File: src/eeemr_pkg.sv
package eeemr_pkg;

  // Register offsets (extended management address space)
  localparam logic [15:0] PCS_CTRL_OFFSET = 16'h1000;
  localparam logic [15:0] EEE_CAPABILITY_OFFSET = 16'h1014;
  localparam logic [15:0] WAKE_ERROR_COUNT_OFFSET = 16'h1016;
  localparam logic [15:0] EEE_ADVERTISEMENT_OFFSET = 16'h203C;
  localparam logic [15:0] PARTNER_EEE_ABILITY_OFFSET = 16'h203D;

  // Field positions
  localparam int GIGABIT_LOWPOWER_BIT = 2;
  localparam int FAST_LOWPOWER_BIT = 1;
  localparam int LOCAL_ADVERT_BIT = 1;
  localparam int PARTNER_ADVERT_BIT = 1;
  localparam int SOFT_RESET_BIT = 15;

  // Reset values and wake fault counter saturation limit
  localparam logic [15:0] EEE_CAPABILITY_RESET = 16'h0002;
  localparam logic [15:0] WAKE_ERROR_COUNT_RESET = 16'h0000;
  localparam logic [15:0] WAKE_ERROR_COUNT_MAX = 16'hFFFF;
  localparam logic [15:0] EEE_ADVERTISEMENT_RESET = 16'h0000;
  localparam logic [15:0] PARTNER_EEE_ABILITY_RESET = 16'h0000;
  localparam logic GIGABIT_LOWPOWER_RESET = 1'b0;
  localparam logic FAST_LOWPOWER_RESET = 1'b1;

  // Management access request
  typedef struct packed {
    logic rd;
    logic wr;
    logic [15:0] addr;
    logic [15:0] wdata;
  } eeemr_req_type;

endpackage : eeemr_pkg

File: src/eeemr_regs.sv
// How it works
// RULE_01 - Capability bit 2 reads zero: no low-power mode at gigabit.
// RULE_02 - Capability bit 1 reads one: low-power mode supported at 100 Mbps.
// RULE_03 - Sixteen-bit counter counts each wake sequence that overruns its time.
// RULE_04 - Reading the wake fault counter returns its value then clears it.
// RULE_05 - Wake fault counter holds at all ones instead of wrapping.
// RULE_06 - Coding sublayer soft reset also clears the wake fault counter.
// RULE_07 - Advertisement bit 1 is read/write, resets to zero, advertises 100 Mbps.
// RULE_08 - Partner ability bit 1 mirrors partner's 100 Mbps advert, resets to zero.
// RULE_09 - System supplies a 25 MHz reference, or 50 MHz in reduced-MII slave mode.
// RULE_10 - Unused bits of capability, advertisement and partner registers read zero.
// RULE_11 - Self-clearing soft reset bit resets these groups, not vendor registers.
// RULE_12 - Low-power idle at 100 Mbps only when both adverts set after negotiation.
module eeemr_regs #(
  parameter int COUNT_WIDTH = 16
) (
  input wire logic clk,
  input wire logic reset_n,
  input wire eeemr_pkg::eeemr_req_type req,
  input wire logic wake_fault,
  input wire logic partner_lowpower_advert_in,
  input wire logic partner_advert_valid,
  input wire logic autoneg_done,
  input wire logic link_100m,
  output logic [15:0] rdata,
  output logic rvalid,
  output logic lowpower_idle_enable,
  output logic coding_sublayer_soft_reset
);

  // The read port and the saturation limit are fixed at sixteen bits
  if (COUNT_WIDTH != 16) begin : g_width_check
    $error("eeemr_regs: COUNT_WIDTH must be 16");
  end

  ////////////////////////////////////////////////////////////////////////////
  // Decode

  logic rd_cap, rd_cnt, rd_adv, rd_lp, rd_ctrl, wr_adv, wr_ctrl, soft_rst;
  logic [15:0] wake_fault_count_r;
  logic local_lowpower_advert_r;
  logic partner_lowpower_advert_r;
  logic [15:0] rdata_nxt;

  assign rd_cap = req.rd && req.addr == eeemr_pkg::EEE_CAPABILITY_OFFSET;
  assign rd_cnt = req.rd && req.addr == eeemr_pkg::WAKE_ERROR_COUNT_OFFSET;
  assign rd_adv = req.rd && req.addr == eeemr_pkg::EEE_ADVERTISEMENT_OFFSET;
  assign rd_lp = req.rd && req.addr == eeemr_pkg::PARTNER_EEE_ABILITY_OFFSET;
  assign rd_ctrl = req.rd && req.addr == eeemr_pkg::PCS_CTRL_OFFSET;
  assign wr_adv = req.wr && req.addr == eeemr_pkg::EEE_ADVERTISEMENT_OFFSET;
  assign wr_ctrl = req.wr && req.addr == eeemr_pkg::PCS_CTRL_OFFSET;
  // Soft reset acts in the cycle the bit is written; the bit reads back zero
  assign soft_rst = wr_ctrl && req.wdata[eeemr_pkg::SOFT_RESET_BIT]; // RULE_11

  ////////////////////////////////////////////////////////////////////////////
  // Wake fault counter

  always_ff @(posedge clk) begin
    if (!reset_n || soft_rst) begin
      wake_fault_count_r <= eeemr_pkg::WAKE_ERROR_COUNT_RESET; // RULE_06
    end else if (rd_cnt) begin
      // A fault in the read cycle is kept: it counts as one after clearing
      wake_fault_count_r <= {15'h0000, wake_fault}; // RULE_04
    end else if (wake_fault && wake_fault_count_r != eeemr_pkg::WAKE_ERROR_COUNT_MAX) begin // RULE_05
      wake_fault_count_r <= wake_fault_count_r + 16'h0001; // RULE_03
    end
  end

  ////////////////////////////////////////////////////////////////////////////
  // Advertisement and partner ability

  always_ff @(posedge clk) begin
    if (!reset_n || soft_rst) begin
      local_lowpower_advert_r <= eeemr_pkg::EEE_ADVERTISEMENT_RESET[1];
    end else if (wr_adv) begin
      local_lowpower_advert_r <= req.wdata[eeemr_pkg::LOCAL_ADVERT_BIT]; // RULE_07
    end
  end

  always_ff @(posedge clk) begin
    if (!reset_n || soft_rst) begin
      partner_lowpower_advert_r <= eeemr_pkg::PARTNER_EEE_ABILITY_RESET[1];
    end else if (partner_advert_valid) begin
      partner_lowpower_advert_r <= partner_lowpower_advert_in; // RULE_08
    end
  end

  always_ff @(posedge clk) begin
    if (!reset_n) begin
      lowpower_idle_enable <= 1'b0;
    end else begin
      lowpower_idle_enable <= autoneg_done && link_100m && !soft_rst &&
        local_lowpower_advert_r && partner_lowpower_advert_r; // RULE_12
    end
  end

  always_ff @(posedge clk) begin
    if (!reset_n) begin
      coding_sublayer_soft_reset <= 1'b0;
    end else begin
      coding_sublayer_soft_reset <= soft_rst; // RULE_11
    end
  end

  ////////////////////////////////////////////////////////////////////////////
  // Read data

  always_comb begin
    rdata_nxt = 16'h0000; // RULE_10
    if (rd_cap) begin
      rdata_nxt[eeemr_pkg::GIGABIT_LOWPOWER_BIT] = eeemr_pkg::GIGABIT_LOWPOWER_RESET; // RULE_01
      rdata_nxt[eeemr_pkg::FAST_LOWPOWER_BIT] = eeemr_pkg::FAST_LOWPOWER_RESET; // RULE_02
    end else if (rd_cnt) begin
      rdata_nxt = wake_fault_count_r; // RULE_04
    end else if (rd_adv) begin
      rdata_nxt[eeemr_pkg::LOCAL_ADVERT_BIT] = local_lowpower_advert_r; // RULE_07
    end else if (rd_lp) begin
      rdata_nxt[eeemr_pkg::PARTNER_ADVERT_BIT] = partner_lowpower_advert_r; // RULE_08
    end else if (rd_ctrl) begin
      rdata_nxt = 16'h0000; // RULE_11
    end
  end

  always_ff @(posedge clk) begin
    if (!reset_n) begin
      rdata <= 16'h0000;
      rvalid <= 1'b0;
    end else begin
      rdata <= rdata_nxt;
      rvalid <= req.rd;
    end
  end

  ////////////////////////////////////////////////////////////////////////////
  // Checks

  cap_read_value_a: assert property (@(posedge clk) disable iff (!reset_n) // RULE_01
    rd_cap |=> rdata == eeemr_pkg::EEE_CAPABILITY_RESET && rvalid)
    else $error("capability read value wrong");

  fast_supported_a: assert property (@(posedge clk) disable iff (!reset_n) // RULE_02
    rd_cap |=> rdata[1] && !rdata[2])
    else $error("capability bits wrong");

  count_incr_a: assert property (@(posedge clk) disable iff (!reset_n) // RULE_03
    (wake_fault && !rd_cnt && !soft_rst && wake_fault_count_r != 16'hFFFF)
    |=> wake_fault_count_r == $past(wake_fault_count_r) + 16'h0001)
    else $error("wake fault count did not increment");

  read_clears_a: assert property (@(posedge clk) disable iff (!reset_n) // RULE_04
    (rd_cnt && !wake_fault) |=> wake_fault_count_r == 16'h0000 &&
      rdata == $past(wake_fault_count_r))
    else $error("read did not return then clear count");

  count_saturate_a: assert property (@(posedge clk) disable iff (!reset_n) // RULE_05
    (wake_fault_count_r == 16'hFFFF && !rd_cnt && !soft_rst) |=> wake_fault_count_r == 16'hFFFF)
    else $error("wake fault count wrapped");

  soft_clear_a: assert property (@(posedge clk) disable iff (!reset_n) // RULE_06
    soft_rst |=> wake_fault_count_r == 16'h0000 && !local_lowpower_advert_r)
    else $error("soft reset did not clear registers");

  advert_write_a: assert property (@(posedge clk) disable iff (!reset_n) // RULE_07
    (wr_adv && !soft_rst) |=>
      local_lowpower_advert_r == $past(req.wdata[eeemr_pkg::LOCAL_ADVERT_BIT]))
    else $error("advertisement write not captured");

  partner_track_a: assert property (@(posedge clk) disable iff (!reset_n) // RULE_08
    (partner_advert_valid && !soft_rst) |=> partner_lowpower_advert_r ==
      $past(partner_lowpower_advert_in))
    else $error("partner ability not captured");

  reserved_zero_a: assert property (@(posedge clk) disable iff (!reset_n) // RULE_10
    (rd_adv || rd_lp) |=> rdata[15:2] == 14'h0000 && !rdata[0])
    else $error("reserved bits not zero");

  soft_pulse_a: assert property (@(posedge clk) disable iff (!reset_n) // RULE_11
    coding_sublayer_soft_reset |-> $past(soft_rst) && !lowpower_idle_enable)
    else $error("soft reset pulse wrong");

  lpi_gate_a: assert property (@(posedge clk) disable iff (!reset_n) // RULE_12
    lowpower_idle_enable |-> $past(local_lowpower_advert_r && partner_lowpower_advert_r
      && autoneg_done && link_100m))
    else $error("low-power idle enabled without both adverts");

  ////////////////////////////////////////////////////////////////////////////
  // Checks on reset, read port and register state

  reset_clears_a: assert property (@(posedge clk) // RULE_07
    !reset_n |=> !local_lowpower_advert_r && !partner_lowpower_advert_r &&
      wake_fault_count_r == eeemr_pkg::WAKE_ERROR_COUNT_RESET && !rvalid)
    else $error("registers not cleared by reset");

  reset_outputs_a: assert property (@(posedge clk) // RULE_12
    !reset_n |=>
      rdata == 16'h0000 && !lowpower_idle_enable && !coding_sublayer_soft_reset)
    else $error("outputs not quiet after reset");

  gig_unsupported_a: assert property (@(posedge clk) disable iff (!reset_n) // RULE_01
    rd_cap |=>
      !rdata[eeemr_pkg::GIGABIT_LOWPOWER_BIT] && rvalid)
    else $error("gigabit low-power bit set");

  cap_reserved_a: assert property (@(posedge clk) disable iff (!reset_n) // RULE_10
    rd_cap |=>
      rdata[15:3] == 13'h0000 && !rdata[0])
    else $error("capability reserved bits not zero");

  read_answer_a: assert property (@(posedge clk) disable iff (!reset_n) // RULE_04
    req.rd |=>
      rvalid)
    else $error("read not answered");

  answer_pulse_a: assert property (@(posedge clk) disable iff (!reset_n) // RULE_10
    !req.rd |=>
      !rvalid && rdata == 16'h0000)
    else $error("read answer outside a read");

  count_readback_a: assert property (@(posedge clk) disable iff (!reset_n) // RULE_04
    rd_cnt |=>
      rdata == $past(wake_fault_count_r) && rvalid)
    else $error("wake fault count read wrong");

  fault_kept_a: assert property (@(posedge clk) disable iff (!reset_n) // RULE_04
    (rd_cnt && wake_fault && !soft_rst) |=>
      wake_fault_count_r == 16'h0001)
    else $error("fault during read lost");

  count_hold_a: assert property (@(posedge clk) disable iff (!reset_n) // RULE_03
    (!wake_fault && !rd_cnt && !soft_rst) |=>
      $stable(wake_fault_count_r))
    else $error("wake fault count moved without a fault");

  count_no_wrap_a: assert property (@(posedge clk) disable iff (!reset_n) // RULE_05
    (wake_fault && !rd_cnt && !soft_rst && wake_fault_count_r == 16'hFFFF) |=>
      wake_fault_count_r == 16'hFFFF)
    else $error("wake fault count left all ones");

  fault_counted_a: assert property (@(posedge clk) disable iff (!reset_n) // RULE_03
    (wake_fault && !soft_rst) |=>
      wake_fault_count_r != 16'h0000)
    else $error("wake fault not counted");

  soft_partner_a: assert property (@(posedge clk) disable iff (!reset_n) // RULE_11
    soft_rst |=>
      !partner_lowpower_advert_r)
    else $error("soft reset kept partner bit");

  soft_lpi_off_a: assert property (@(posedge clk) disable iff (!reset_n) // RULE_11
    soft_rst |=>
      !lowpower_idle_enable)
    else $error("low-power idle on after soft reset");

  soft_pulse_set_a: assert property (@(posedge clk) disable iff (!reset_n) // RULE_11
    soft_rst |=>
      coding_sublayer_soft_reset)
    else $error("soft reset pulse missing");

  soft_self_clear_a: assert property (@(posedge clk) disable iff (!reset_n) // RULE_11
    !soft_rst |=>
      !coding_sublayer_soft_reset)
    else $error("soft reset pulse did not clear");

  ctrl_reads_zero_a: assert property (@(posedge clk) disable iff (!reset_n) // RULE_11
    rd_ctrl |=>
      rdata == 16'h0000 && rvalid)
    else $error("control register read not zero");

  advert_hold_a: assert property (@(posedge clk) disable iff (!reset_n) // RULE_07
    (!wr_adv && !soft_rst) |=>
      $stable(local_lowpower_advert_r))
    else $error("advertisement changed without a write");

  advert_read_a: assert property (@(posedge clk) disable iff (!reset_n) // RULE_07
    rd_adv |=>
      rdata == {14'h0000, $past(local_lowpower_advert_r), 1'b0})
    else $error("advertisement readback wrong");

  partner_read_a: assert property (@(posedge clk) disable iff (!reset_n) // RULE_08
    rd_lp |=>
      rdata == {14'h0000, $past(partner_lowpower_advert_r), 1'b0})
    else $error("partner ability readback wrong");

  partner_hold_a: assert property (@(posedge clk) disable iff (!reset_n) // RULE_08
    (!partner_advert_valid && !soft_rst) |=>
      $stable(partner_lowpower_advert_r))
    else $error("partner bit changed without capture");

  lpi_on_a: assert property (@(posedge clk) disable iff (!reset_n) // RULE_12
    (local_lowpower_advert_r && partner_lowpower_advert_r && autoneg_done && link_100m &&
      !soft_rst) |=> lowpower_idle_enable)
    else $error("low-power idle not enabled");

  lpi_off_a: assert property (@(posedge clk) disable iff (!reset_n) // RULE_12
    !(autoneg_done && link_100m) |=>
      !lowpower_idle_enable)
    else $error("low-power idle on without 100 Mbps link");

  unmapped_zero_a: assert property (@(posedge clk) disable iff (!reset_n) // RULE_10
    (req.rd && !rd_cap && !rd_cnt && !rd_adv && !rd_lp && !rd_ctrl) |=>
      rdata == 16'h0000 && rvalid)
    else $error("unmapped read not zero");

  write_no_answer_a: assert property (@(posedge clk) disable iff (!reset_n) // RULE_07
    (req.wr && !req.rd) |=>
      !rvalid)
    else $error("write produced a read answer");

endmodule : eeemr_regs

File: config.mk
export PLATFORM = sky130hd
export DESIGN_NAME = eeemr_regs
export DESIGN_NICKNAME = d
export VERILOG_FILES = /design/src/eeemr_pkg.sv /design/src/eeemr_regs.sv
export SDC_FILE = /design/constraint.sdc
export NUM_CORES = 1
export LEC_CHECK = 0
export ABC_AREA = 1
export CORE_AREA = 2 2 76 78
export CTS_CLUSTER_SIZE = 40
export DETAILED_ROUTE_END_ITERATION = 8
export DIE_AREA = 0 0 78 80
export DONT_BUFFER_PORTS = 1
export GPL_ROUTABILITY_DRIVEN = 0
export PLACE_DENSITY = 0.59
export SLEW_MARGIN = 25
export SYNTH_ARGS = -nofsm -noshare
export SYNTH_HDL_FRONTEND = slang
export SYNTH_SLANG_ARGS = --single-unit
File: constraint.sdc
create_clock -name clk -period 1.95 [get_ports clk]
set_input_delay 0.39 -clock clk [delete_from_list [all_inputs] [get_ports clk]]
set_output_delay 0.39 -clock clk [all_outputs]
set_load 0.02 [all_outputs]
==> Word-level counts from Yosys, hierarchy flattened <==
Cells that the tools add are included.
{ "word_totals": {"latch_bits": 0, "regBits": 37, "ram_bits": 0, "word_cells": 42, "memories": 0, "romBits": 0, "out_inout_bits": 19} }
{ "classes": {"n_mul": 0, "bitwise": 2, "n_reduce_logical": 18, "muxes": 6, "n_addsub": 1, "shifts": 0, "eq_ne": 6, "n_div": 0, "order_cmp": 0} }
{ "op_table": {"columns": ["op", "n"], "rows": [
  ["== test 16 x 13 -> 1 bit (second input constant)", 3],
  ["== test 16 x 14 -> 1 bit (second input constant)", 2],
  ["adder 16 x 1 -> 16 bit (second input constant)", 1],
  ["!= test 16 bit (second input constant)", 1],
  ["logical AND 1 bit", 12],
  ["2-to-1 mux 1 bit", 5],
  ["OR reduction 3 bit", 1],
  ["zero test 1 bit", 2],
  ["2-to-1 mux 2 bit", 1],
  ["NOT 1 bit", 2],
  ["nonzero test 2 bit", 1],
  ["OR reduction 2 bit", 1],
  ["logical OR 1 bit", 1]
]} }

==> Longest topological paths before layout <==
Gate-level depths: netlist of run 1.
{ "logic_depth": {"ltp_word": 7, "depth_mapped": 10} }

==> Worst setup path before layout of run 1 <==
No wires, ideal clock.
{ "synth_timing": {"path_type": "reg2reg", "from": "register wake_fault_count_r[1]", "to": "register wake_fault_count_r[2]", "path_stages_with_launch": 9, "required_ns": 1.884, "setup_slack_ns": 0.523, "setup_time_ns": 0.066, "arrival_time_ns": 1.361, "synth_period_minus_slack_ns": 1.427, "path_cell_list": "dfxtp_1 > ha_1 > nand3_2 > nor2_4 > nand2_4 > nand2_4 > buf_12 > nand2_1 > a21oi_2"} }
{ "synth_between": {"elab_chain_cells": 2, "word_cells_on_any_way": 3} }
{ "synth_rtl": {"columns": ["element", "line", "text"], "rows": [
  ["from (decl)", "eeemr_regs.sv:40", "logic [15:0] wake_fault_count_r;"],
  ["from (signal assigned)", "eeemr_regs.sv:60", "wake_fault_count_r <= eeemr_pkg::WAKE_ERROR_COUNT_RESET;"],
  ["from (signal assigned)", "eeemr_regs.sv:63", "wake_fault_count_r <= {15'h0000, wake_fault};"],
  ["from (signal assigned)", "eeemr_regs.sv:65", "wake_fault_count_r <= wake_fault_count_r + 16'h0001;"],
  ["branches (longest 2 deep; another with adder 16 x 1 -> 16 bit)", null, null]
]} }
Several ways; the timed one is not identified.
A chain may end at the register's enable or synchronous reset.

==> Worst setup path after layout of run 1 <==
{ "layout_timing": {"from": "register wake_fault_count_r[1]", "to": "register wake_fault_count_r[8]"} }
The elaborated chain is that of the path after synthesis.

==> out/qor.yml, run 1 <==
status:
  status: "finished clean"
power_and_ir_drop:
  combPwrFrac_pct: 4.1
  intPower_w: 0.00110
  clkPwrFrac_pct: 41.5
  p_sw_share_pct: 22.1
  p_leak_nw: 0.749
  switchingPower_w: 0.000311
  powerDensity_nw_per_um2: 706
  peakVddDrop_uv: 243
  pwr-share-seq_pct: 54.5
sta:
  fin_tns_setup_ps: 0
  setup_viol: 0
  min_period_ps: 1670
  tightest_slew_ps: 467
  hold_slack_ps: 202
  clock.fmax_ghz: 0.597
  rsz0062_at_grt: "false"
  slew_violations: 0
  finalHoldViolations: 0
  relSlewSlack_pct: 68.8
  period_share_pct: 85.9
  clock_skew_ps: 5.44
  setup_slack_ps: 276
routing:
  drtIter0Drc: 76
  vias_per_cell: 4.61
  vias: 1575
  finalWirelength_mm: 3.95
  wire_per_inst_um: 11.5
  route.detailed.drc: 0
  firstDrtPassIters: 4
  postRouteAntennaNets: 0
placement:
  dp_slack_ps: 264
  dp_hpwl_mm: 2.87
  port_buffers: 0
clock_tree:
  cts_max_level: 2
  clk_latency_ps: 280
  cts-root-buf: "clkbuf_8"
  cts.sinks: 37
  cts_tree: "built"
  cts_buffer_depth: 2
  ctsHoldBuffers: 0
  path_clk_slew_ps: 70
  numCtsBuffers: 5
  cts-resized-gates: 0
  post-cts-setup-buffers: 0
worst_hold_path:
  hp-start: "reset_n"
  hp-class: "input pin to flop"
  worstHoldPathCells: 2
  hold-path-endpoint: "rvalid"
setup_path:
  critPathKind: "flop to flop"
  cp_data_required_time_ps: 2170
  crit_fanout: 16
  startpoint_type: "flop"
  max_stage_delay_ps: 420
  arrival_ps: 1890
  crit_slowest_cell: "a21oi_4"
  ff2ff_setup_slack_ps: 280
  cp_cell_sequence: "ha_1 -> nand3_2 -> nor2_4 -> a21oi_4 -> o21ai_0 -> a21oi_2"
  worst_r2r_path_depth: 6
  cp-startpoint: "wake_fault_count_r[1]"
  cp-end-kind: "flop"
  reg2reg_from: "wake_fault_count_r[1]"
  r2r-end: "wake_fault_count_r[8]"
grt:
  grt_pass1_vias: 1523
  antenna_found_initial: 0
  grt_pass1_wl_mm: 6.91
  grt.overflow.total: 0
  track_usage_pct: 13.9
  grt_max_degree: 17
final_layout:
  syn_to_final_growth_pct: 7.99
  finish.utilization_pct: 36.9
  num-fill-cells: 592
  antenna_cells: 0
  final_nets: 311
  drive_gt1_share_pct: 11.9
synthesis:
  yosys.cell_count.top_type: "nand2_1"
  async_reset_ff_share_pct: 0
  ys_top_cells_by_area: "dfxtp_1 40%, nand2_1 16%, nor2_1 11%"
  synth_top_cell_area_share_pct: 40.1
  ys_top_cells_by_count: "77 x nand2_1, 53 x nor2_1, 37 x dfxtp_1"
  yosys.cell_types.count: 26
  postSynthCellCount: 266
  syn_nets: 308
  syn-cell-area_um2: 1850
  postSynth.topFlopCell: "dfxtp_1"
  synth-seq-cells: 37
  avgSynthCellArea_um2: 6.95
  ys.warnings.count: 0
  yosysTopAreaCell: "dfxtp_1"
  ys_seq_area_share_pct: 40.1
  synth_edf_count: 0
floorplanning:
  dieArea_um2: 6240
  die_y_um: 80
  io-pin-count: 60
  die_x_um: 78
  core-area_um2: 5410
  row_count: 27
  initial_core_util_pct: 34.2
flow_run:
  maxCapViolCount: 0
-- how the worst max path moves through the flow --
stage / depth (start not counted) / endpoint
after global placement: 8 / wake_fault_count_r[4]
after floorplan: 8 / wake_fault_count_r[2]
final: 6 / wake_fault_count_r[8]
after CTS: 6 / wake_fault_count_r[8]
after detailed placement: 8 / wake_fault_count_r[4]
after global routing: 6 / wake_fault_count_r[8]
-- placed cells by master (no fill, tap or decap), types with 5 or more instances in the layout --
master / netlist / layout
dfxtp_1: 37 / 37
nand2_1: 77 / 77
clkbuf_8: 0 / 7
xor2_1: 6 / 6
nand3_1: 15 / 15
nor2_1: 53 / 53
nand4_1: 7 / 7
inv_1: 32 / 32
a21oi_1: 5 / 5
a21oi_2: 10 / 10
-- routing by layer --
layer	share of wire (%)	GRT usage, %
met1	48	17.2
met2	45	23.0
met3	5.5	4.86
met4	1.2	3.68
met5	0	0
-- through the flow --
stage / instance area (um2) / cells / total power (W)
3_3_place_gp: 1890 / 334 / 0.000841
4_1_cts: 2000 / 342 / 0.00143
3_5_place_dp: 1890 / 334 / 0.000842
6_report: 2000 / 342 / 0.00141
2_1_floorplan: 1850 / 266 / 0.000837
5_1_grt: 2000 / 342 / 0.00148
-- kinds of logic (layout without fill, tap and decap cells) --
kind of cell / count (synthesis) / after routing / share of synthesized area [%]
AOI/OAI and AO/OA: 20 / 20 / 8.33
xor gates and xnor gates: 6 / 6 / 2.84
adders and majority gates: 1 / 1 / 0.677
buffers and inverters: 38 / 42 / 9.28
DFF: 37 / 37 / 40.1
muxes: 1 / 1 / 0.542
and+or+nand+nor: 163 / 163 / 38.3
-- flip-flops by register name, summed over array words and instances (netlist names) --
name / flops
coding_sublayer_soft_reset: 1
local_lowpower_advert_r: 1
lowpower_idle_enable: 1
partner_lowpower_advert_r: 1
wake_fault_count_r: 16
rvalid: 1
rdata: 16
-- cell type report --
cell class / instances / area (um2) / share of cell area (%)
clock buffer: 7 / 96.3 / 4.83
clock inverter: 1 / 5.00 / 0.251
inverter: 34 / 128 / 6.39
multi-input combinational: 191 / 936 / 46.9
sequential: 37 / 741 / 37.1
tap: 72 / 90.1 / 4.51
-- power groups by stage --
stage	combinational [W]	sequential (W)	clock (W)
floorplan	0.0000544	0.000783	0
detailed placement	0.0000580	0.000784	0
global route	0.0000661	0.000767	0.000643
global placement	0.0000569	0.000784	0
finish	0.0000577	0.000767	0.000584
CTS	0.0000585	0.000767	0.000606
-- critical path, delay by kind of cell, from the launching register on --
| family | cells | cell delay [ps] |
|---|---|---|
| adders and majority gates | 1 | 260 |
| DFF | 1 | 350 |
| AOI/OAI and AO/OA | 3 | 760 |
| and+or+nand+nor | 2 | 250 |
Note: power is estimated with default switching activity, not from simulation.
==> run 2: changes to the inputs <==
CELL_PAD_IN_SITES_DETAIL_PLACEMENT = 0   (was not set)
CELL_PAD_IN_SITES_GLOBAL_PLACEMENT = 1   (was not set)
PLACE_DENSITY = 0.75   (was 0.59)
==> run 2 against run 1 <==
Effect of this change: count of clock-buffer cells in the layout is 2 lower; clock skew is 1.8 ps higher; sequential power hardly changed; core utilization is 0.37 points lower; non-clock buffer count is 1 higher.
==> out/qor.yml, run 2 (synthesis results as in run 1) <==
sta:
  relSlewSlack_pct: 75.1  # was 68.8%
  slew_violations: 0  # unchanged
  clock_skew_ps: 7.25  # was 5.44 ps
  fin_tns_setup_ps: 0  # unchanged
  finalHoldViolations: 0  # unchanged
  setup_slack_ps: 284  # was 276 ps
  setup_viol: 0  # unchanged
  clock.fmax_ghz: 0.600  # was 0.597 GHz
  min_period_ps: 1670  # about the same
  period_share_pct: 85.4  # was 85.9%
  rsz0062_at_grt: "false"  # unchanged
  tightest_slew_ps: 372  # was 467 ps
grt:
  met2_usage_pct: 23.8  # was 23.0%
  grt.overflow.total: 0  # unchanged
  grt_max_degree: 16  # was 17
  grt_pass1_wl_mm: 7.18  # was 6.91 mm
  use_met1_pct: 18.6  # was 17.2%
  track_usage_pct: 14.5  # was 13.9%
  antenna_found_initial: 0  # unchanged
  grt_most_used_layer: "met2"  # unchanged
  grt_pass1_vias: 1628  # was 1523
  use_met3_pct: 2.71  # was 4.86%
clock_tree:
  path_clk_slew_ps: 70  # about the same
  numCtsBuffers: 5  # unchanged
  cts-root-buf: "clkbuf_8"  # unchanged
  ctsHoldBuffers: 0  # unchanged
  post-cts-setup-buffers: 0  # unchanged
  cts_max_level: 2  # unchanged
  cts-resized-gates: 0  # unchanged
  clk_latency_ps: 290  # was 280 ps
  cts_buffer_depth: 2  # unchanged
  cts.sinks: 37  # unchanged
  cts_tree: "built"  # unchanged
status:
  status: "finished clean"  # unchanged
setup_path:
  crit_slowest_cell: "dfxtp_1"  # was a21oi_4
  arrival_ps: 1820  # was 1890 ps
  critPathKind: "flop to flop"  # unchanged
  cp-end-kind: "flop"  # unchanged
  startpoint_type: "flop"  # unchanged
  cp_cell_sequence: "ha_1 -> nand3_2 -> nor2_4 -> a21oi_4 -> buf_4 -> nand2_1 -> a21oi_1"  # was ha_1 -> nand3_2 -> nor2_4 -> a21oi_4 -> o21ai_0 -> a21oi_2
  max_stage_delay_ps: 400  # was 420 ps
  crit_fanout: 9  # was 16
  cp_data_required_time_ps: 2100  # was 2170 ps
routing:
  vias_per_cell: 4.47  # was 4.61
  drtIter0Drc: 85  # was 76
  route.detailed.drc: 0  # unchanged
  finalWirelength_mm: 3.92  # was 3.95 mm
  wire_per_inst_um: 11.5  # about the same
  vias: 1524  # was 1575
  firstDrtPassIters: 4  # unchanged
  postRouteAntennaNets: 0  # unchanged
floorplanning:
  io-pin-count: 60  # unchanged
  die_x_um: 78  # unchanged
  row_count: 27  # unchanged
  die_y_um: 80  # unchanged
  initial_core_util_pct: 34.2  # unchanged
  dieArea_um2: 6240  # unchanged
  core-area_um2: 5410  # unchanged
final_layout:
  stdcell_count: 341  # was 342
  drive_gt1_share_pct: 11.5  # was 11.9%
  mostFrequentLayoutCell: "nand2_1"  # unchanged
  stdcell_area_um2: 1980  # was 2000 um2
  final_nets: 312  # was 311
  final_cell_mix: "77 x nand2_1, 53 x nor2_1, 37 x dfxtp_1"  # unchanged
  num-fill-cells: 614  # was 592
  antenna_cells: 0  # unchanged
  top_regs: "rdata: 16 flops, wake_fault_count_r: 16 flops"  # unchanged
  syn_to_final_growth_pct: 6.91  # was 7.99%
placement:
  dp_cells: 335  # was 334
  dp_slack_ps: 234  # was 264 ps
  port_buffers: 0  # unchanged
  dp_hpwl_mm: 2.92  # was 2.87 mm
  dpl-instance-area_um2: 1900  # was 1890 um2
power_and_ir_drop:
  peakVddDrop_uv: 213  # was 243 uV
  p_leak_nw: 0.740  # was 0.749 nW
  power_w: 0.00131  # was 0.00141 W
  powerDensity_nw_per_um2: 663  # was 706 nW/um2
flow_run:
  maxCapViolCount: 0  # unchanged
worst_hold_path:
  hp-class: "input pin to flop"  # unchanged
==> run 2: per-layer routing <==
metal | up-vias | routed length (um)
met5 | - | 0
met4 | 0 | 64
met3 | 8 | 130
met2 | 29 | 1690
met1 | 660 | 2030
li1 | 827 | -
==> run 2: final timing paths <==
path	start	endpoint	slack, ps	depth (start not counted)
min reg2reg	local_lowpower_advert_r	lowpower_idle_enable	480	2
min	reset_n	rvalid	210	2
max	wake_fault_count_r[1]	wake_fault_count_r[5]	280	7
max reg2reg	wake_fault_count_r[1]	wake_fault_count_r[5]	280	7
==> run 2: worst max-delay path: cells and delay by family (launching register included) <==
| family | cells | cell delay, ps |
|---|---|---|
| and+or+nand+nor | 3 | 470 |
| DFF | 1 | 400 |
| adders and majority gates | 1 | 300 |
| AOI/OAI and AO/OA | 2 | 190 |
| buffers and inverters | 1 | 190 |
==> run 2: area by class of cell <==
type | instances | area (um2) | share of cell area, %
Inverter | 34 | 128 | 6.46
Tap cell | 72 | 90.1 | 4.56
Timing Repair Buffer | 1 | 7.51 | 0.380
Multi-Input combinational cell | 191 | 936 | 47.4
Sequential cell | 37 | 741 | 37.5
Clock inverter | 1 | 5.00 | 0.253
Clock buffer | 5 | 68.8 | 3.48
==> run 2: per-stage QoR <==
step                      hold WS (ps)  utilization, %
after global placement             461            35.2
after detailed placement           476            35.2
after global routing               242            36.6
after floorplan                    443               -
final                              208            36.6
after CTS                          201            36.6
==> run 2: power by group <==
group	total (W)	internal, W	switching [W]
Clock	0.000484	0.000235	0.000249
Combinational	0.0000593	0.0000189	0.0000404
Sequential	0.000767	0.000761	0.00000615
==> run 3: changes to the inputs <==
BUFFER_PORTS_ARGS = -buffer_cell sky130_fd_sc_hd__buf_2   (was not set)
DONT_BUFFER_PORTS = not set   (was 1)
PLACE_DENSITY = 0.89   (was 0.75)
==> run 3 against run 2 <==
Effect of this change: global-route usage fell by 0.33 points; combinational power grew 59%; non-clock buffer count increased by 45; first-iteration DRC count increased by 4.7%; critical path depth shrank 1; worst setup slack got worse by 26 ps; hold slack improved by 130 ps; clock power increased by 7.0%; sequential cell count stayed put; core utilization increased by 4.3 points; critical endpoint is now wake_fault_count_r[8]; largest cell class unchanged; largest power group unchanged.
==> out/qor.yml, run 3 (synthesis results as in run 1) <==
final_layout:
  top_regs: "rdata: 16 flops, wake_fault_count_r: 16 flops"  # unchanged
  final_nets: 357  # was 312
  antenna_cells: 0  # unchanged
  num-fill-cells: 619  # was 614
  mostFrequentLayoutCell: "nand2_1"  # unchanged
  final_cell_mix: "77 x nand2_1, 53 x nor2_1, 45 x buf_2"  # was 77 x nand2_1, 53 x nor2_1, 37 x dfxtp_1
  stdcell_area_um2: 2210  # was 1980 um2
  drive_gt1_share_pct: 24.4  # was 11.5%
  syn_to_final_growth_pct: 19.6  # was 6.91%
sta:
  rsz0062_at_grt: "false"  # unchanged
  clock_skew_ps: 11.8  # was 7.25 ps
  tightest_slew_ps: 465  # was 372 ps
  clock.fmax_ghz: 0.591  # was 0.600 GHz
  slew_violations: 0  # unchanged
  relSlewSlack_pct: 69.0  # was 75.1%
  min_period_ps: 1690  # was 1670 ps
  period_share_pct: 86.8  # was 85.4%
  hold_slack_ps: 333  # was 208 ps
  fin_tns_setup_ps: 0  # unchanged
  finalHoldViolations: 0  # unchanged
  setup_viol: 0  # unchanged
status:
  status: "finished clean"  # unchanged
clock_tree:
  cts-resized-gates: 0  # unchanged
  clk_latency_ps: 290  # about the same
  cts-root-buf: "clkbuf_8"  # unchanged
  cts_tree: "built"  # unchanged
  cts.sinks: 37  # unchanged
  path_clk_slew_ps: 70  # about the same
  numCtsBuffers: 5  # unchanged
  ctsHoldBuffers: 0  # unchanged
  cts_max_level: 2  # unchanged
  post-cts-setup-buffers: 0  # unchanged
  cts_buffer_depth: 2  # unchanged
routing:
  postRouteAntennaNets: 0  # unchanged
  finalWirelength_mm: 4.02  # was 3.92 mm
  drtIter0Drc: 89  # was 85
  vias: 1680  # was 1524
  route.detailed.drc: 0  # unchanged
  wire_per_inst_um: 10.4  # was 11.5 um
  firstDrtPassIters: 4  # unchanged
  vias_per_cell: 4.33  # was 4.47
grt:
  antenna_found_initial: 0  # unchanged
  grt_max_degree: 17  # was 16
  grt.overflow.total: 0  # unchanged
  grt_pass1_vias: 1617  # was 1628
  grt_pass1_wl_mm: 7.08  # was 7.18 mm
  track_usage_pct: 14.2  # was 14.5%
power_and_ir_drop:
  power_w: 0.00138  # was 0.00131 W
  p_leak_nw: 0.953  # was 0.740 nW
  powerDensity_nw_per_um2: 623  # was 663 nW/um2
  intPower_w: 0.00105  # was 0.00101 W
  clkPwrFrac_pct: 37.6  # was 36.9%
  pwr-share-seq_pct: 55.6  # was 58.6%
  p_sw_share_pct: 24.1  # was 22.6%
  combPwrFrac_pct: 6.8  # was 4.5%
  peakVddDrop_uv: 511  # was 213 uV
  switchingPower_w: 0.000331  # was 0.000295 W
setup_path:
  reg2reg_from: "wake_fault_count_r[1]"  # unchanged
  arrival_ps: 1910  # was 1820 ps
  cp-end-kind: "flop"  # unchanged
  cp-startpoint: "wake_fault_count_r[1]"  # unchanged
  ff2ff_setup_slack_ps: 260  # was 280 ps
  critPathKind: "flop to flop"  # unchanged
  startpoint_type: "flop"  # unchanged
  cp_data_required_time_ps: 2170  # was 2100 ps
  crit_fanout: 16  # was 9
placement:
  dp_hpwl_mm: 2.93  # was 2.92 mm
  port_buffers: 45  # was 0
  dpl-instance-area_um2: 2130  # was 1900 um2
floorplanning:
  core-area_um2: 5410  # unchanged
  die_y_um: 80  # unchanged
  io-pin-count: 60  # unchanged
  initial_core_util_pct: 34.2  # unchanged
  dieArea_um2: 6240  # unchanged
  die_x_um: 78  # unchanged
  row_count: 27  # unchanged
worst_hold_path:
  hp-start: "req[33]"  # was reset_n
  hp-class: "input pin to flop"  # unchanged
flow_run:
  maxCapViolCount: 0  # unchanged
[run 3: changes by cell type in the layout (fill, tap and decap cells not counted), sizes merged]
cell	before	now
buf	1	46
clkbuf	5	6
clkinv	1	2
[run 3: layer usage]
| layer | vias to the layer above | global-route usage [%] | part of all wire [%] |
|---|---|---|---|
| li1 | 919 | - | - |
| met1 | 712 | 17.8 | 51 |
| met2 | 41 | 23.8 | 43 |
| met3 | 8 | 3.51 | 5.0 |
| met4 | 0 | 5.09 | 1.6 |
| met5 | - | 0 | 0 |
[run 3: critical path: stages (launching register included)]
cell     delay, ps
dfxtp_1        350
ha_1           260
nand3_2        170
nor2_4          80
a21oi_4        420
o21ai_0        200
a21oi_2        140
[run 3: path summary, 6_finish.rpt]
check                     endpoint  depth (start not counted)
min reg2reg   lowpower_idle_enable                          2
max          wake_fault_count_r[8]                          6
min                         rvalid                          3
max reg2reg  wake_fault_count_r[8]                          6
[run 3: final cells by class]
| type | instances | area [um2] | share of cell area, % |
|---|---|---|---|
| Sequential cell | 37 | 741 | 33.5 |
| Timing Repair Buffer | 46 | 233 | 10.5 |
| Clock inverter | 2 | 10.0 | 0.453 |
| Multi-Input combinational cell | 191 | 936 | 42.4 |
| Clock buffer | 6 | 72.6 | 3.28 |
| Tap cell | 72 | 90.1 | 4.08 |
| Inverter | 34 | 128 | 5.78 |
[run 3: power by group through the flow]
stage	combinational [W]	clock, W	sequential (W)
final	0.0000941	0.000518	0.000765
after global routing	0.000107	0.000567	0.000765
after CTS	0.0000944	0.000535	0.000765
after detailed placement	0.0000941	0	0.000783
after global placement	0.0000928	0	0.000783
after floorplan	0.0000544	0	0.000783
[run 3: per-stage QoR]
stage,worst slack (ps),utilization (%),instances
after floorplan,523,-,266
after global placement,246,39.4,380
after detailed placement,224,39.4,380
after CTS,264,40.9,388
after global routing,158,40.9,388
final,258,40.9,388
